**src/hw/srpf_pkg.sv**
```systemverilog
package srpf_pkg;

  ////////////////////////////////////////////////////////////////////////////
  // Timing
  localparam int CLK_FREQ_MHZ = 10;
  localparam int POWER_DOWN_ENTRY_TIME_NS = 3000;
  localparam int POWER_DOWN_EXIT_TIME_NS = 5000;
  // Entry is a longest time (round down), exit a least time (round up)
  localparam logic [7:0] POWER_DOWN_ENTRY_CYC = 8'((POWER_DOWN_ENTRY_TIME_NS * CLK_FREQ_MHZ) / 1000);
  localparam logic [7:0] POWER_DOWN_EXIT_CYC = 8'((POWER_DOWN_EXIT_TIME_NS * CLK_FREQ_MHZ + 999) / 1000);
  // Cycles from a chip select pin edge until the sequencer's count has its first step
  localparam logic [7:0] PIN_LATENCY_CYC = 8'h06;

  ////////////////////////////////////////////////////////////////////////////
  // Framing and function register layout
  localparam logic [3:0] INSTR_BITS = 4'h8;
  localparam logic [3:0] SPI_STEP = 4'h1;
  localparam logic [3:0] QUAD_STEP = 4'h4;
  localparam int FUNC_PROGRAM_PAUSED_BIT = 2;
  localparam int FUNC_ERASE_PAUSED_BIT = 3;
  localparam logic [5:0] PIN_RESET_VALUE = 6'h20;

  ////////////////////////////////////////////////////////////////////////////
  // Instruction codes
  localparam logic [7:0] OP_NORMAL_ARRAY_READ = 8'h03;
  localparam logic [7:0] OP_NORMAL_ARRAY_READ4 = 8'h13;
  localparam logic [7:0] OP_FAST_ARRAY_READ = 8'h0b;
  localparam logic [7:0] OP_FAST_ARRAY_READ4 = 8'h0c;
  localparam logic [7:0] OP_DUAL_IO_ARRAY_READ = 8'hbb;
  localparam logic [7:0] OP_DUAL_IO_ARRAY_READ4 = 8'hbc;
  localparam logic [7:0] OP_DUAL_OUT_READ = 8'h3b;
  localparam logic [7:0] OP_DUAL_OUT_READ4 = 8'h3c;
  localparam logic [7:0] OP_QUAD_IO_ARRAY_READ = 8'heb;
  localparam logic [7:0] OP_QUAD_IO_ARRAY_READ4 = 8'hec;
  localparam logic [7:0] OP_QUAD_OUT_READ = 8'h6b;
  localparam logic [7:0] OP_QUAD_OUT_READ4 = 8'h6c;
  localparam logic [7:0] OP_DOUBLE_RATE_ARRAY_READ = 8'h0d;
  localparam logic [7:0] OP_DOUBLE_RATE_ARRAY_READ4 = 8'h0e;
  localparam logic [7:0] OP_DOUBLE_RATE_DUAL_READ = 8'hbd;
  localparam logic [7:0] OP_DOUBLE_RATE_DUAL_READ4 = 8'hbe;
  localparam logic [7:0] OP_DOUBLE_RATE_QUAD_READ = 8'hed;
  localparam logic [7:0] OP_DOUBLE_RATE_QUAD_READ4 = 8'hee;
  localparam logic [7:0] OP_WRITE_ENABLE = 8'h06;
  localparam logic [7:0] OP_WRITE_DISABLE = 8'h04;
  localparam logic [7:0] OP_STATUS_REG_READ = 8'h05;
  localparam logic [7:0] OP_FUNCTION_REG_READ = 8'h48;
  localparam logic [7:0] OP_BANK_REG_READ_A = 8'h16;
  localparam logic [7:0] OP_BANK_REG_READ_B = 8'hc8;
  localparam logic [7:0] OP_READ_PARAM_REG_READ = 8'h61;
  localparam logic [7:0] OP_EXT_PARAM_REG_READ = 8'h81;
  localparam logic [7:0] OP_RELEASE_SIGNATURE_CMD = 8'hab;
  localparam logic [7:0] OP_STD_ID_READ = 8'h9f;
  localparam logic [7:0] OP_MAKER_DEV_ID_READ = 8'h90;
  localparam logic [7:0] OP_QUAD_ID_READ = 8'haf;
  localparam logic [7:0] OP_UNIQUE_ID_READ = 8'h4b;
  localparam logic [7:0] OP_PARAM_TABLE_READ = 8'h5a;
  localparam logic [7:0] OP_ERROR_FLAG_CLEAR_CMD = 8'h82;
  localparam logic [7:0] OP_RESUME_CMD_A = 8'h7a;
  localparam logic [7:0] OP_RESUME_CMD_B = 8'h30;
  localparam logic [7:0] OP_VOLATILE_PARAM_WRITE_A = 8'hc0;
  localparam logic [7:0] OP_VOLATILE_PARAM_WRITE_B = 8'h63;
  localparam logic [7:0] OP_VOLATILE_EXT_PARAM_WRITE = 8'h83;
  localparam logic [7:0] OP_VOLATILE_BANK_WRITE_A = 8'h17;
  localparam logic [7:0] OP_VOLATILE_BANK_WRITE_B = 8'hc5;
  localparam logic [7:0] OP_WIDE_ADDRESS_ENTER = 8'hb7;
  localparam logic [7:0] OP_WIDE_ADDRESS_EXIT = 8'h29;
  localparam logic [7:0] OP_PERSISTENT_PROT_READ = 8'hfc;
  localparam logic [7:0] OP_PERSISTENT_PROT_READ4 = 8'hf2;
  localparam logic [7:0] OP_DYNAMIC_PROT_READ = 8'hfa;
  localparam logic [7:0] OP_DYNAMIC_PROT_4 = 8'he0;
  localparam logic [7:0] OP_PASSWORD_READ = 8'he7;
  localparam logic [7:0] OP_PROT_LOCK_READ = 8'ha7;
  localparam logic [7:0] OP_PROT_MODE_READ = 8'h2b;
  localparam logic [7:0] OP_TRAINING_PATTERN_READ = 8'h41;
  localparam logic [7:0] OP_TRAINING_PATTERN_WRITE = 8'h4a;
  localparam logic [7:0] OP_ECC_REG_CLEAR = 8'hb6;
  localparam logic [7:0] OP_ECC_REG_READ = 8'hb3;
  localparam logic [7:0] OP_SECTOR_LOCK_CMD = 8'h24;
  localparam logic [7:0] OP_SECTOR_UNLOCK_CMD = 8'h26;
  localparam logic [7:0] OP_SECTOR_UNLOCK_CMD4 = 8'h25;
  localparam logic [7:0] OP_SUSPEND_CMD_A = 8'h75;
  localparam logic [7:0] OP_SUSPEND_CMD_B = 8'hb0;
  localparam logic [7:0] OP_PAGE_PROGRAM_CMD = 8'h02;
  localparam logic [7:0] OP_PAGE_PROGRAM_CMD4 = 8'h12;
  localparam logic [7:0] OP_QUAD_PAGE_PROGRAM_CMD = 8'h32;
  localparam logic [7:0] OP_QUAD_PAGE_PROGRAM_CMD4 = 8'h34;
  localparam logic [7:0] OP_QUAD_IO_PAGE_PROGRAM = 8'h38;
  localparam logic [7:0] OP_QUAD_IO_PAGE_PROGRAM4 = 8'h3e;
  localparam logic [7:0] OP_DYNAMIC_PROT_WRITE = 8'hfb;
  localparam logic [7:0] OP_ECC_REG_WRITE = 8'hb5;
  localparam logic [7:0] OP_POWER_DOWN_ENTRY_CMD = 8'hb9;

  ////////////////////////////////////////////////////////////////////////////
  // Types
  typedef enum logic [3:0] {
    ST_ACTIVE = 4'b0001,
    ST_PD_ENTRY = 4'b0010,
    ST_PD = 4'b0100,
    ST_PD_EXIT = 4'b1000
  } srpf_state_t;

  typedef enum logic [1:0] {
    CL_NONE = 2'h0,
    CL_BOTH = 2'h1,
    CL_ERASE = 2'h2,
    CL_READ = 2'h3
  } srpf_class_t;

endpackage : srpf_pkg

```
**src/hw/srpf_filter.sv**
```systemverilog
// Notes on behaviour
// - Resume restarts the paused operation and clears whichever pause flag was set.
// - Four-bit mode instruction is two nibbles, upper nibble first.
// - While paused, single-rate array reads of all widths are accepted.
// - While paused, double-rate reads are accepted.
// - While paused, status, function, bank and parameter register reads are accepted.
// - While paused, all identification reads are accepted.
// - While paused, write enable, write disable and error-flag clear are accepted.
// - While paused, volatile settings writes and address-width changes are accepted.
// - While paused, protection reads are accepted.
// - While paused, training pattern and ECC register read or clear are accepted.
// - Only during erase pause, page program instructions are accepted.
// - Only during erase pause, sector lock, unlock, protection and ECC writes are accepted.
// - Power-down entry completes within the entry time after chip select rises.
// - Power-down engages only if chip select rises right after a complete instruction.
// - In power-down only the release instruction is recognised.
// - Power-down entry works in single-bit and four-bit command modes.
// - Program pause shows in function bit 2, erase pause in bit 3.
// - During erase pause, reads of the erasing sector and erases are refused.
// - Leaving power-down takes the release time before instructions are accepted.
`timescale 1ns/100ps
`default_nettype none

module srpf_filter (
  input wire logic clk_i,                       // System clock, 10 MHz
  input wire logic rst_n_i,                     // Synchronous reset, active low
  input wire logic cs_n_i,                      // Chip select pin, active low
  input wire logic sck_i,                       // Serial clock pin
  input wire logic [3:0] io_i,                  // Data pins, io_i[0] is serial input
  input wire logic quad_command_mode_i,         // Four-bit command mode is on
  input wire logic write_in_progress_flag_i,    // Self-timed operation is busy
  input wire logic erase_suspend_set_i,         // Pulse: an erase has been paused
  input wire logic program_suspend_set_i,       // Pulse: a program has been paused
  input wire logic erase_hit_i,                 // Read address lies in the erasing sector
  output logic cmd_valid_o,                     // Pulse: instruction accepted
  output logic [7:0] cmd_code_o,                // Last latched instruction code
  output logic cmd_refused_o,                   // Pulse: instruction ignored
  output logic resume_o,                        // Pulse: restart the paused operation
  output logic read_block_o,                    // Current array read must be refused
  output logic power_down_o,                    // Low-power state or release pending
  output logic erase_paused_flag_o,             // Erase is paused
  output logic program_paused_flag_o,           // Program is paused
  output logic [7:0] function_reg_bits_o        // Pause bits in function register place
);

  import srpf_pkg::*;

  //////////////////////////////////////////////////////////////////////////////
  // Pin synchronisers and edge detection

  logic [5:0] pins;
  logic cs_s;
  logic sck_s;
  logic [3:0] io_s;
  logic sck_prev;
  logic cs_prev;
  logic sck_rise;
  logic frame_end;

  srpf_sync #(
    .W(6),
    .INIT(PIN_RESET_VALUE)
  ) u_sync (
    .clk_i(clk_i),
    .rst_n_i(rst_n_i),
    .d_i({cs_n_i, sck_i, io_i}),
    .q_o(pins)
  );

  assign cs_s = pins[5];
  assign sck_s = pins[4];
  assign io_s = pins[3:0];

  always_ff @(posedge clk_i) begin
    if (!rst_n_i) begin
      sck_prev <= 1'b0;
      cs_prev <= 1'b1;
    end else begin
      sck_prev <= sck_s;
      cs_prev <= cs_s;
    end
  end

  assign sck_rise = ~cs_s & sck_s & ~sck_prev;
  assign frame_end = cs_s & ~cs_prev;

  //////////////////////////////////////////////////////////////////////////////
  // Instruction shifter

  logic [7:0] shreg;
  logic [7:0] next_shreg;
  logic [3:0] bit_cnt;
  logic [3:0] next_cnt;
  logic over;
  logic latch;
  logic exact;

  always_comb begin
    if (quad_command_mode_i) begin
      next_shreg = {shreg[3:0], io_s};
      next_cnt = bit_cnt + QUAD_STEP;
    end else begin
      next_shreg = {shreg[6:0], io_s[0]};
      next_cnt = bit_cnt + SPI_STEP;
    end
  end

  always_ff @(posedge clk_i) begin
    if (!rst_n_i || cs_s) begin
      shreg <= 8'h00;
      bit_cnt <= 4'h0;
      over <= 1'b0;
    end else if (sck_rise) begin
      if (bit_cnt == INSTR_BITS) begin
        over <= 1'b1;
      end else begin
        shreg <= next_shreg;
        bit_cnt <= next_cnt;
      end
    end
  end

  assign latch = sck_rise && (bit_cnt != INSTR_BITS) && (next_cnt == INSTR_BITS);
  assign exact = (bit_cnt == INSTR_BITS) && !over;

  //////////////////////////////////////////////////////////////////////////////
  // Instruction classes while paused

  function automatic srpf_class_t srpf_classify(input logic [7:0] op);
    case (op)
      OP_NORMAL_ARRAY_READ,
      OP_NORMAL_ARRAY_READ4,
      OP_FAST_ARRAY_READ,
      OP_FAST_ARRAY_READ4,
      OP_DUAL_IO_ARRAY_READ,
      OP_DUAL_IO_ARRAY_READ4,
      OP_DUAL_OUT_READ,
      OP_DUAL_OUT_READ4,
      OP_QUAD_IO_ARRAY_READ,
      OP_QUAD_IO_ARRAY_READ4,
      OP_QUAD_OUT_READ,
      OP_QUAD_OUT_READ4: srpf_classify = CL_READ;
      OP_DOUBLE_RATE_ARRAY_READ,
      OP_DOUBLE_RATE_ARRAY_READ4,
      OP_DOUBLE_RATE_DUAL_READ,
      OP_DOUBLE_RATE_DUAL_READ4,
      OP_DOUBLE_RATE_QUAD_READ,
      OP_DOUBLE_RATE_QUAD_READ4: srpf_classify = CL_READ;
      OP_STATUS_REG_READ,
      OP_FUNCTION_REG_READ,
      OP_BANK_REG_READ_A,
      OP_BANK_REG_READ_B,
      OP_READ_PARAM_REG_READ,
      OP_EXT_PARAM_REG_READ: srpf_classify = CL_BOTH;
      OP_RELEASE_SIGNATURE_CMD,
      OP_STD_ID_READ,
      OP_MAKER_DEV_ID_READ,
      OP_QUAD_ID_READ,
      OP_UNIQUE_ID_READ,
      OP_PARAM_TABLE_READ: srpf_classify = CL_BOTH;
      OP_WRITE_ENABLE,
      OP_WRITE_DISABLE,
      OP_ERROR_FLAG_CLEAR_CMD: srpf_classify = CL_BOTH;
      OP_VOLATILE_PARAM_WRITE_A,
      OP_VOLATILE_PARAM_WRITE_B,
      OP_VOLATILE_EXT_PARAM_WRITE,
      OP_VOLATILE_BANK_WRITE_A,
      OP_VOLATILE_BANK_WRITE_B,
      OP_WIDE_ADDRESS_ENTER,
      OP_WIDE_ADDRESS_EXIT: srpf_classify = CL_BOTH;
      OP_PERSISTENT_PROT_READ,
      OP_PERSISTENT_PROT_READ4,
      OP_DYNAMIC_PROT_READ,
      OP_DYNAMIC_PROT_4,
      OP_PASSWORD_READ,
      OP_PROT_LOCK_READ,
      OP_PROT_MODE_READ: srpf_classify = CL_BOTH;
      OP_TRAINING_PATTERN_READ,
      OP_TRAINING_PATTERN_WRITE,
      OP_ECC_REG_CLEAR,
      OP_ECC_REG_READ: srpf_classify = CL_BOTH;
      OP_RESUME_CMD_A,
      OP_RESUME_CMD_B: srpf_classify = CL_BOTH;
      OP_PAGE_PROGRAM_CMD,
      OP_PAGE_PROGRAM_CMD4,
      OP_QUAD_PAGE_PROGRAM_CMD,
      OP_QUAD_PAGE_PROGRAM_CMD4,
      OP_QUAD_IO_PAGE_PROGRAM,
      OP_QUAD_IO_PAGE_PROGRAM4: srpf_classify = CL_ERASE;
      OP_SECTOR_LOCK_CMD,
      OP_SECTOR_UNLOCK_CMD,
      OP_SECTOR_UNLOCK_CMD4,
      OP_DYNAMIC_PROT_WRITE,
      OP_ECC_REG_WRITE,
      OP_SUSPEND_CMD_A,
      OP_SUSPEND_CMD_B: srpf_classify = CL_ERASE;
      default: srpf_classify = CL_NONE;
    endcase
  endfunction : srpf_classify

  //////////////////////////////////////////////////////////////////////////////
  // Acceptance decision

  srpf_state_t state;
  srpf_class_t lat_class;
  logic suspended;
  logic class_ok;
  logic lat_resume;
  logic lat_pd;
  logic defer;
  logic gate_ok;
  logic held_defer;
  logic read_active;
  logic end_resume;
  logic end_pd;
  logic do_dp;
  logic do_res;
  logic do_wake;

  assign suspended = erase_paused_flag_o | program_paused_flag_o;
  assign lat_class = srpf_classify(next_shreg);
  assign lat_resume = (next_shreg == OP_RESUME_CMD_A) || (next_shreg == OP_RESUME_CMD_B);
  assign lat_pd = (next_shreg == OP_POWER_DOWN_ENTRY_CMD);

  always_comb begin
    case (lat_class)
      CL_BOTH: class_ok = 1'b1;
      CL_READ: class_ok = 1'b1;
      CL_ERASE: class_ok = erase_paused_flag_o;
      default: class_ok = 1'b0;
    endcase
  end

  // Resume, power-down entry and release act only on a clean frame end
  assign defer = ((state == ST_ACTIVE) && (lat_resume || lat_pd))
    || ((state == ST_PD) && (next_shreg == OP_RELEASE_SIGNATURE_CMD));
  assign gate_ok = (state == ST_ACTIVE) && (!suspended || class_ok);

  assign end_resume = (shreg == OP_RESUME_CMD_A) || (shreg == OP_RESUME_CMD_B);
  assign end_pd = (shreg == OP_POWER_DOWN_ENTRY_CMD);
  assign do_dp = frame_end && exact && held_defer && (state == ST_ACTIVE) && end_pd && !suspended;
  assign do_res = frame_end && exact && held_defer && (state == ST_ACTIVE) && end_resume && suspended;
  assign do_wake = frame_end && exact && held_defer && (state == ST_PD)
    && (shreg == OP_RELEASE_SIGNATURE_CMD);

  always_ff @(posedge clk_i) begin
    if (!rst_n_i || cs_s) begin
      held_defer <= 1'b0;
      read_active <= 1'b0;
    end else if (latch) begin
      held_defer <= defer;
      read_active <= gate_ok && !defer && (lat_class == CL_READ);
    end
  end

  always_ff @(posedge clk_i) begin
    if (!rst_n_i) begin
      cmd_valid_o <= 1'b0;
      cmd_code_o <= 8'h00;
      cmd_refused_o <= 1'b0;
      read_block_o <= 1'b0;
    end else begin
      cmd_valid_o <= latch && gate_ok && !defer;
      cmd_refused_o <= (latch && !gate_ok && !defer)
        || (frame_end && held_defer && !(do_dp || do_res || do_wake));
      read_block_o <= read_active && !cs_s && erase_paused_flag_o && erase_hit_i;
      if (latch) begin
        cmd_code_o <= next_shreg;
      end
    end
  end

  //////////////////////////////////////////////////////////////////////////////
  // Pause flags

  logic next_erase_paused;
  logic next_program_paused;

  // A new pause wins over a resume in the same cycle
  assign next_erase_paused = erase_suspend_set_i || (erase_paused_flag_o && !do_res);
  assign next_program_paused = program_suspend_set_i || (program_paused_flag_o && !do_res);

  always_ff @(posedge clk_i) begin
    if (!rst_n_i) begin
      erase_paused_flag_o <= 1'b0;
      program_paused_flag_o <= 1'b0;
      function_reg_bits_o <= 8'h00;
      resume_o <= 1'b0;
    end else begin
      erase_paused_flag_o <= next_erase_paused;
      program_paused_flag_o <= next_program_paused;
      function_reg_bits_o <= 8'h00;
      function_reg_bits_o[FUNC_PROGRAM_PAUSED_BIT] <= next_program_paused;
      function_reg_bits_o[FUNC_ERASE_PAUSED_BIT] <= next_erase_paused;
      resume_o <= do_res;
    end
  end

  //////////////////////////////////////////////////////////////////////////////
  // Power-down sequencer

  logic [7:0] pd_cnt;

  always_ff @(posedge clk_i) begin
    if (!rst_n_i) begin
      state <= ST_ACTIVE;
      pd_cnt <= 8'h00;
      power_down_o <= 1'b0;
    end else begin
      case (state)
        ST_ACTIVE: begin
          if (do_dp) begin
            state <= ST_PD_ENTRY;
            // Entry time counts from the chip select pin, so the pin latency comes off
            pd_cnt <= POWER_DOWN_ENTRY_CYC - PIN_LATENCY_CYC;
          end
        end
        ST_PD_ENTRY: begin
          if (pd_cnt == 8'h00) begin
            state <= ST_PD;
            power_down_o <= 1'b1;
          end else begin
            pd_cnt <= pd_cnt - 8'h01;
          end
        end
        ST_PD: begin
          if (do_wake) begin
            state <= ST_PD_EXIT;
            pd_cnt <= POWER_DOWN_EXIT_CYC - 8'h01;
          end
        end
        ST_PD_EXIT: begin
          if (pd_cnt == 8'h00) begin
            state <= ST_ACTIVE;
            power_down_o <= 1'b0;
          end else begin
            pd_cnt <= pd_cnt - 8'h01;
          end
        end
        default: begin
          state <= ST_ACTIVE;
          power_down_o <= 1'b0;
        end
      endcase
    end
  end

  // Busy status is the neighbour's; it only gates suspend timing on the host side
  logic unused_wip;
  assign unused_wip = write_in_progress_flag_i;

endmodule : srpf_filter

`default_nettype wire

```
**src/hw/srpf_sync.sv**
```systemverilog
`timescale 1ns/100ps
`default_nettype none

module srpf_sync #(
  parameter int W = 1,
  parameter logic [W-1:0] INIT = '0
) (
  input wire logic clk_i,          // System clock
  input wire logic rst_n_i,        // Synchronous reset, active low
  input wire logic [W-1:0] d_i,    // Asynchronous inputs
  output logic [W-1:0] q_o         // Filtered, synchronised inputs
);

  logic [W-1:0] s1;
  logic [W-1:0] s2;
  logic [W-1:0] s3;

  always_ff @(posedge clk_i) begin
    if (!rst_n_i) begin
      s1 <= INIT;
      s2 <= INIT;
      s3 <= INIT;
    end else begin
      s1 <= d_i;
      s2 <= s1;
      s3 <= s2;
    end
  end

  // A bit changes only once stages two and three agree
  always_ff @(posedge clk_i) begin
    if (!rst_n_i) begin
      q_o <= INIT;
    end else begin
      q_o <= (~(s2 ^ s3) & s3) | ((s2 ^ s3) & q_o);
    end
  end

endmodule : srpf_sync

`default_nettype wire

```
**config.mk**
```make
export PLATFORM = sky130hd
export DESIGN_NAME = srpf_filter
export DESIGN_NICKNAME = d
export VERILOG_FILES = /design/src/hw/srpf_pkg.sv /design/src/hw/srpf_filter.sv /design/src/hw/srpf_sync.sv
export SDC_FILE = /design/constraint.sdc
export NUM_CORES = 1
export LEC_CHECK = 0
export ABC_AREA = 1
export BUFFER_PORTS_ARGS = -buffer_cell sky130_fd_sc_hd__buf_2
export CAP_MARGIN = 10
export CORE_MARGIN = 5
export CORE_UTILIZATION = 50
export DETAILED_ROUTE_END_ITERATION = 7
export PLACE_DENSITY = 0.69
export REMOVE_ABC_BUFFERS = 1
export SKIP_LAST_GASP = 1
export SYNTH_ARGS = -nofsm -noshare
export SYNTH_HDL_FRONTEND = slang
export SYNTH_SLANG_ARGS = --single-unit
```
**constraint.sdc**
```tcl
create_clock -name clk_i -period 3.15 [get_ports clk_i]
set_input_delay 0 -clock clk_i [delete_from_list [all_inputs] [get_ports clk_i]]
set_output_delay 0 -clock clk_i [all_outputs]
set_load 0.005 [all_outputs]
```
==> impl_metrics.py, run 1 <==
metrics = {
    "critical_path": {
        "crit_path_start_kind": "flip-flop",
        "ff2ff_path_depth": 11,
        "timing.rr.end": "read_active",
        "cp.arrival_ns": 2.73,
        "ff2ff_setup_slack_ns": 0.69,
        "path_class": "flip-flop to flip-flop",
        "regToRegStartpoint": "bit_cnt[0]",
        "end_kind": "flip-flop",
        "critical_path.max_fanout": 17,
        "required_ns": 3.43,
    },
    "sta": {
        "setup-tns-final_ns": 0,
        "grt_setup_unrepaired": "false",
        "period_share": 0.780,
        "finalSetupViolations": 0,
        "fin_skew_ns": 0.00724,
        "holdWs_ns": 0.124,
        "hold_violations": 0,
        "finalCriticalPeriod_ns": 2.46,
        "worst_pin_slew_ns": 0.662,
        "fmax_mhz": 407,
        "relSlewSlack": 0.557,
        "drv_slew": 0,
    },
    "logic_synthesis": {
        "synth_cells": 496,
        "postSynth.topFlopCell": "dfxtp_1",
        "yosys_warnings": 0,
        "synth_edf_count": 0,
        "synth.avg_cell_area_um2": 7.03,
        "synth_seq_cells": 68,
        "synth-async-reset-ratio": 0,
        "synth-seq-area-share": 0.391,
        "synth_largest_area_cell": "dfxtp_1",
        "syn_area_mm2": 0.00348,
        "synth.distinct_cells": 38,
        "ys_top_cells_by_area": "dfxtp_1 39%, nand2_1 13%, inv_1 6.0%",
        "synth_top_area_frac": 0.391,
    },
    "placed_design": {
        "dp_hpwl_um": 5520,
        "portBuffers": 28,
        "gp_congestion": 0.935,
    },
    "clock_tree": {
        "path_clk_slew_ns": 0.07,
        "cts_tree": "built",
        "ctsHoldBuffers": 9,
        "cts_resized": 0,
        "clk_latency_ns": 0.35,
        "h-tree-depth": 3,
        "cts_made_buffers": 9,
        "clk_path_buf_depth": 2,
        "cts_setup_buffers": 0,
        "clock_sinks": 68,
        "root_buffer": "clkbuf_8",
    },
    "worst_hold_path": {
        "whs_path_depth": 3,
        "hp-class": "input port to flip-flop",
        "hold_path.startpoint": "rst_n_i",
    },
    "floorplanning": {
        "die_h_um": 93.5,
        "core_area_mm2": 0.00679,
        "rows": 30,
        "die_x_um": 93.5,
        "die_area_mm2": 0.00874,
        "io_pins": 36,
        "initial_core_util": 0.513,
    },
    "routing": {
        "drc": 0,
        "viasPerCell": 5.09,
        "ant_nets": 0,
        "detail_route.wl_per_cell_um": 12.2,
        "drt_iter0_markers": 221,
        "dr.pass1.iters": 5,
        "finalWirelength_um": 7740,
        "num_vias": 3214,
    },
    "power_and_ir_drop": {
        "p_per_area_mw_per_mm2": 598,
        "p_leak_nw": 1.85,
        "vdd_drop_max_mv": 0.338,
    },
    "finish": {
        "drive_gt1_frac": 0.132,
        "syn2layout_area_growth_pct": 12.6,
        "layout.nets": 556,
        "antenna_cells": 0,
        "n_fill_cell": 650,
        "final_cell_mix": "119 x nand2_1, 68 x dfxtp_1, 56 x inv_1",
        "layout_commonest_cell": "nand2_1",
    },
    "global_routing": {
        "grt_usage": 0.186,
        "grt-ovfl-total": 0,
        "grt_pass1_vias": 2778,
        "grt_max_degree": 33,
        "antenna_found_initial": 0,
        "grt_pass1_wl_um": 13000,
    },
    "run_status": {
        "outcome": "complete, no violations",
    },
    "flow_run": {
        "maxCapViolations": 0,
    },
}
[report_power, final]
group	internal, mW	leakage (nW)	switching (mW)
clock network	0.386	0.100	0.327
logic	0.209	1.20	0.430
registers	0.941	0.553	0.0530
[flip-flops by register name, summed over array words and instances (netlist names), 4 cells and up, named ones only]
signal and flops:
pd_cnt 8, u_sync.s3 6, state 4, cmd_code_o 8, u_sync.s1 6, shreg 8, u_sync.s2 6, bit_cnt 4
[worst max-delay path, cell delays in order, from the launching register on]
cell	delay (ns)
dfxtp_1	0.44
inv_1	0.07
ha_1	0.21
nand2_1	0.08
nand2_1	0.25
a21oi_1	0.26
nand3_1	0.19
inv_2	0.26
o21ai_1	0.13
a31oi_2	0.23
nand4_1	0.13
a21oi_1	0.12
[metal layers]
| layer | share of wire | GRT usage | vias up | wire, um |
|---|---|---|---|---|
| li1 | - | - | 1665 | - |
| met3 | 0.053 | 0.0555 | 7 | 411 |
| met2 | 0.46 | 0.290 | 78 | 3570 |
| met4 | 0.0072 | 0.0476 | 0 | 56 |
| met5 | 0 | 0 | - | 0 |
| met1 | 0.48 | 0.250 | 1464 | 3700 |
[stage by stage]
stage	cells	instance area, um^2	setup slack (ns)	util	power [mW]
6_report	632	3920	0.692	0.577	2.35
5_1_grt	632	3920	0.437	0.577	2.50
4_1_cts	632	3920	0.679	0.577	2.36
3_5_place_dp	607	3640	0.708	0.536	1.62
3_3_place_gp	607	3640	0.747	0.536	1.60
2_1_floorplan	481	3360	1.13	-	1.47
[how the worst max path moves through the flow]
stage	endpoint	from
final	read_active	bit_cnt[0]
after CTS	read_active	bit_cnt[0]
after detailed placement	read_active	bit_cnt[0]
after global routing	cmd_valid_o	bit_cnt[0]
after floorplan	read_active	bit_cnt[0]
after global placement	read_active	bit_cnt[0]
[cells in the mapped netlist, types with 2 or more instances]
cell type and n:
buf_4 9, buf_6 4, or2_2 3, inv_2 3, a21oi_1 37, inv_1 56
xor2_1 2, ha_1 12, a211oi_1 8, o21ai_1 5, nor3_1 4, nor3b_1 2
nand3_1 37, nor2_1 47, nand4_1 7, nor4_1 3, nand2_4 2, nor2_2 4
nand2_1 119, dfxtp_1 68, nand2_2 5, clkinv_1 2, o211ai_1 2, o21ai_0 35
nor2_4 2, clkbuf_1 6
[area by class of cell]
class	count	area (um^2)	area share
Clock buffer	12	145	0.0370
Clock inverter	4	48.8	0.0124
Inverter	62	235	0.0600
Multi-Input combinational cell	351	1770	0.450
Sequential cell	68	1360	0.347
Tap cell	96	120	0.0306
Timing Repair Buffer	39	245	0.0625
[kinds of logic after synthesis]
| family | after synthesis | synth area share |
|---|---|---|
| compound gates | 92 | 0.145 |
| xor+xnor | 4 | 0.0122 |
| fa+ha+maj | 12 | 0.0431 |
| buf+inv | 82 | 0.108 |
| flops | 68 | 0.391 |
| other cells | 1 | 0.00108 |
| simple gates | 237 | 0.300 |
Note: power is estimated with default switching activity, not from simulation.
==> run 2: changes to the inputs <==
Settings changed: ABC_AREA 1 to 0.
Clock period 3.15 ns to 2.5 ns, I/O delays scaled along.
==> impl_metrics.py, run 2 <==
metrics = {
    "logic_synthesis": {
        "synth_adder_area_share": 0.0401,
        "synth-xor-area-share": 0.0211,
        "yosys_warnings": 0,
        "ys_top_cells_by_area": "dfxtp_1 36%, nor2_1 4.9%, a211oi_1 4.0%",
        "synth-async-reset-ratio": 0,
        "synth_compound_area_frac": 0.196,
        "synth.avg_cell_area_um2": 8.71,
        "synth.area.mux_share": 0.0615,
        "syn_area_mm2": 0.00374,
        "synth_cells": 430,
        "synth_edf_count": 0,
        "synth.distinct_cells": 69,
        "synth_seq_cells": 68,
        "synth-seq-area-share": 0.364,
        "synth_top_area_frac": 0.364,
        "synth_top_family_by_area": "simple AND/OR/NAND/NOR gates",
        "synthTopCellsByCount": "68 x dfxtp_1, 49 x nor2_1, 33 x nand2_1",
        "synth_largest_area_cell": "dfxtp_1",
        "synth.most_common_cell": "dfxtp_1",
        "postSynth.topFlopCell": "dfxtp_1",
        "yosys.area_share.simple": 0.237,
    },
    "clock_tree": {
        "h-tree-depth": 3,
        "clock_sinks": 68,
        "clk_latency_ns": 0.35,
        "cts_made_buffers": 9,
        "cts_tree": "built",
        "clk_path_buf_depth": 2,
        "root_buffer": "clkbuf_8",
        "path_clk_slew_ns": 0.07,
    },
    "critical_path": {
        "timing.rr.end": "read_active",
        "cp.arrival_ns": 2.66,
        "required_ns": 2.78,
        "crit_path_start_kind": "flip-flop",
        "path_class": "flip-flop to flip-flop",
        "critical_path.max_fanout": 6,
        "end_kind": "flip-flop",
        "ff2ff_path_depth": 8,
        "ff2ff_setup_slack_ns": 0.13,
        "regToRegStartpoint": "bit_cnt[0]",
    },
    "finish": {
        "layout.nets": 493,
        "final_cell_mix": "68 x dfxtp_1, 48 x nor2_1, 33 x nand2_1",
        "antenna_cells": 0,
        "drive_gt1_frac": 0.188,
        "syn2layout_area_growth_pct": 13.6,
        "layout_commonest_cell": "dfxtp_1",
        "finalNonFillerCells": 572,
        "reg_top3": "cmd_code_o (8), pd_cnt (8), shreg (8)",
    },
    "sta": {
        "drv_slew": 0,
        "finalSetupViolations": 0,
        "period_share": 0.949,
        "worst_slack_ns": 0.127,
        "worst_pin_slew_ns": 0.852,
        "fmax_mhz": 421,
        "hold_violations": 0,
        "setup-tns-final_ns": 0,
        "holdWs_ns": 0.0159,
        "relSlewSlack": 0.432,
        "fin_skew_ns": 0.00640,
        "finalCriticalPeriod_ns": 2.37,
    },
    "flow_run": {
        "maxCapViolations": 0,
    },
    "floorplanning": {
        "die_area_mm2": 0.00932,
        "core_area_mm2": 0.00725,
        "rows": 31,
        "initial_core_util": 0.516,
        "io_pins": 36,
        "die_x_um": 96.5,
        "die_h_um": 96.5,
    },
    "routing": {
        "viasPerCell": 5.73,
        "dr.pass1.iters": 5,
        "finalWirelength_um": 8790,
        "drt_iter0_markers": 250,
        "detail_route.wl_per_cell_um": 15.4,
        "ant_nets": 0,
        "num_vias": 3277,
        "drc": 0,
    },
    "global_routing": {
        "use_met3": 0.0434,
        "grt_usage": 0.199,
        "grt_pass1_wl_um": 14400,
        "met1_usage": 0.272,
        "grt-ovfl-total": 0,
        "busiest_layer": "met2",
        "grt_max_degree": 42,
        "grt_pass1_vias": 3012,
        "met2_usage": 0.308,
        "antenna_found_initial": 0,
    },
    "worst_hold_path": {
        "hp-class": "input port to flip-flop",
        "whs_endpoint": "u_sync.s3[5]",
        "whs_path_depth": 2,
        "hold_path.startpoint": "rst_n_i",
    },
    "placed_design": {
        "portBuffers": 28,
        "gp_congestion": 0.887,
        "dp_hpwl_um": 6320,
        "post-place-ws_ns": 0.137,
        "place_inst": 546,
    },
    "run_status": {
        "outcome": "complete, no violations",
    },
    "power_and_ir_drop": {
        "p_leak_nw": 1.68,
        "p_per_area_mw_per_mm2": 616,
        "finalPower_mw": 2.62,
        "vdd_drop_max_mv": 0.520,
    },
}
==> run 2: changes by cell type in the layout (fill, tap and decap cells not counted), sizes merged, moves of 14 or more <==
cell   change
inv       -49
nand3     -28
a21oi     -18
and2      +18
nand2     -93
mux2i     +14
buf       +20
==> run 2: repair_timing <==
item,CTS,global route
hold endpoints to repair,9,0
endpoints found under the setup margin,0,12
resized for setup,0,5
buffers inserted,0,1
hold buffers,9,0
==> run 2: cell type report <==
class | count | area [um^2]
clock buffer | 12 | 145
clock inverter | 4 | 48.8
fill | 661 | 3000
inverter | 11 | 41.3
multi-input combinational | 319 | 2130
sequential | 68 | 1360
tap | 99 | 124
timing repair buffer | 59 | 408
==> run 2: kinds of logic after synthesis <==
group | count (synthesis)
compound gates | 108
xor+xnor | 9
fa+ha+maj | 12
buf+inv | 48
flops | 68
mux | 21
other cells | 1
simple gates | 163
==> run 2: metrics by stage <==
step | utilization | area [um^2]
6_report | 0.587 | 4250
5_1_grt | 0.587 | 4250
4_1_cts | 0.583 | 4230
3_5_place_dp | 0.543 | 3940
3_3_place_gp | 0.543 | 3940
2_1_floorplan | - | 3510
==> run 2: worst max-delay path, stage by stage (launching register included) <==
cell and delay [ns]:
dfxtp_1 0.43, inv_1 0.10, ha_1 0.33, o41ai_2 0.30
o2111a_1 0.28, nor3b_2 0.28, nand2_1 0.13, or3b_1 0.35
o21ai_1 0.11
==> run 2: worst max-delay path by stage <==
| stage | from | to | slack (ns) |
|---|---|---|---|
| final | bit_cnt[0] | read_active | 0.13 |
| after floorplan | bit_cnt[0] | read_active | -0.07 |
| after detailed placement | bit_cnt[0] | state[1] | 0.14 |
| after global routing | bit_cnt[0] | read_active | -0.003 |
| after global placement | flip-flop | read_active | 0.18 |
| after CTS | bit_cnt[0] | state[1] | 0.12 |
==> run 2: report_power, final <==
part,switching [mW],leakage (nW),internal [mW]
logic,0.303,1.02,0.242
registers,0.0531,0.553,1.14
clock network,0.400,0.100,0.487
==> run 2: metal layers <==
metal  up-vias  wire length (um)  share of wire
met5         -                 0              0
met4         0               201          0.023
met3        17               574          0.065
met2       115              3990           0.45
met1      1538              4020           0.46
li1       1607                 -              -
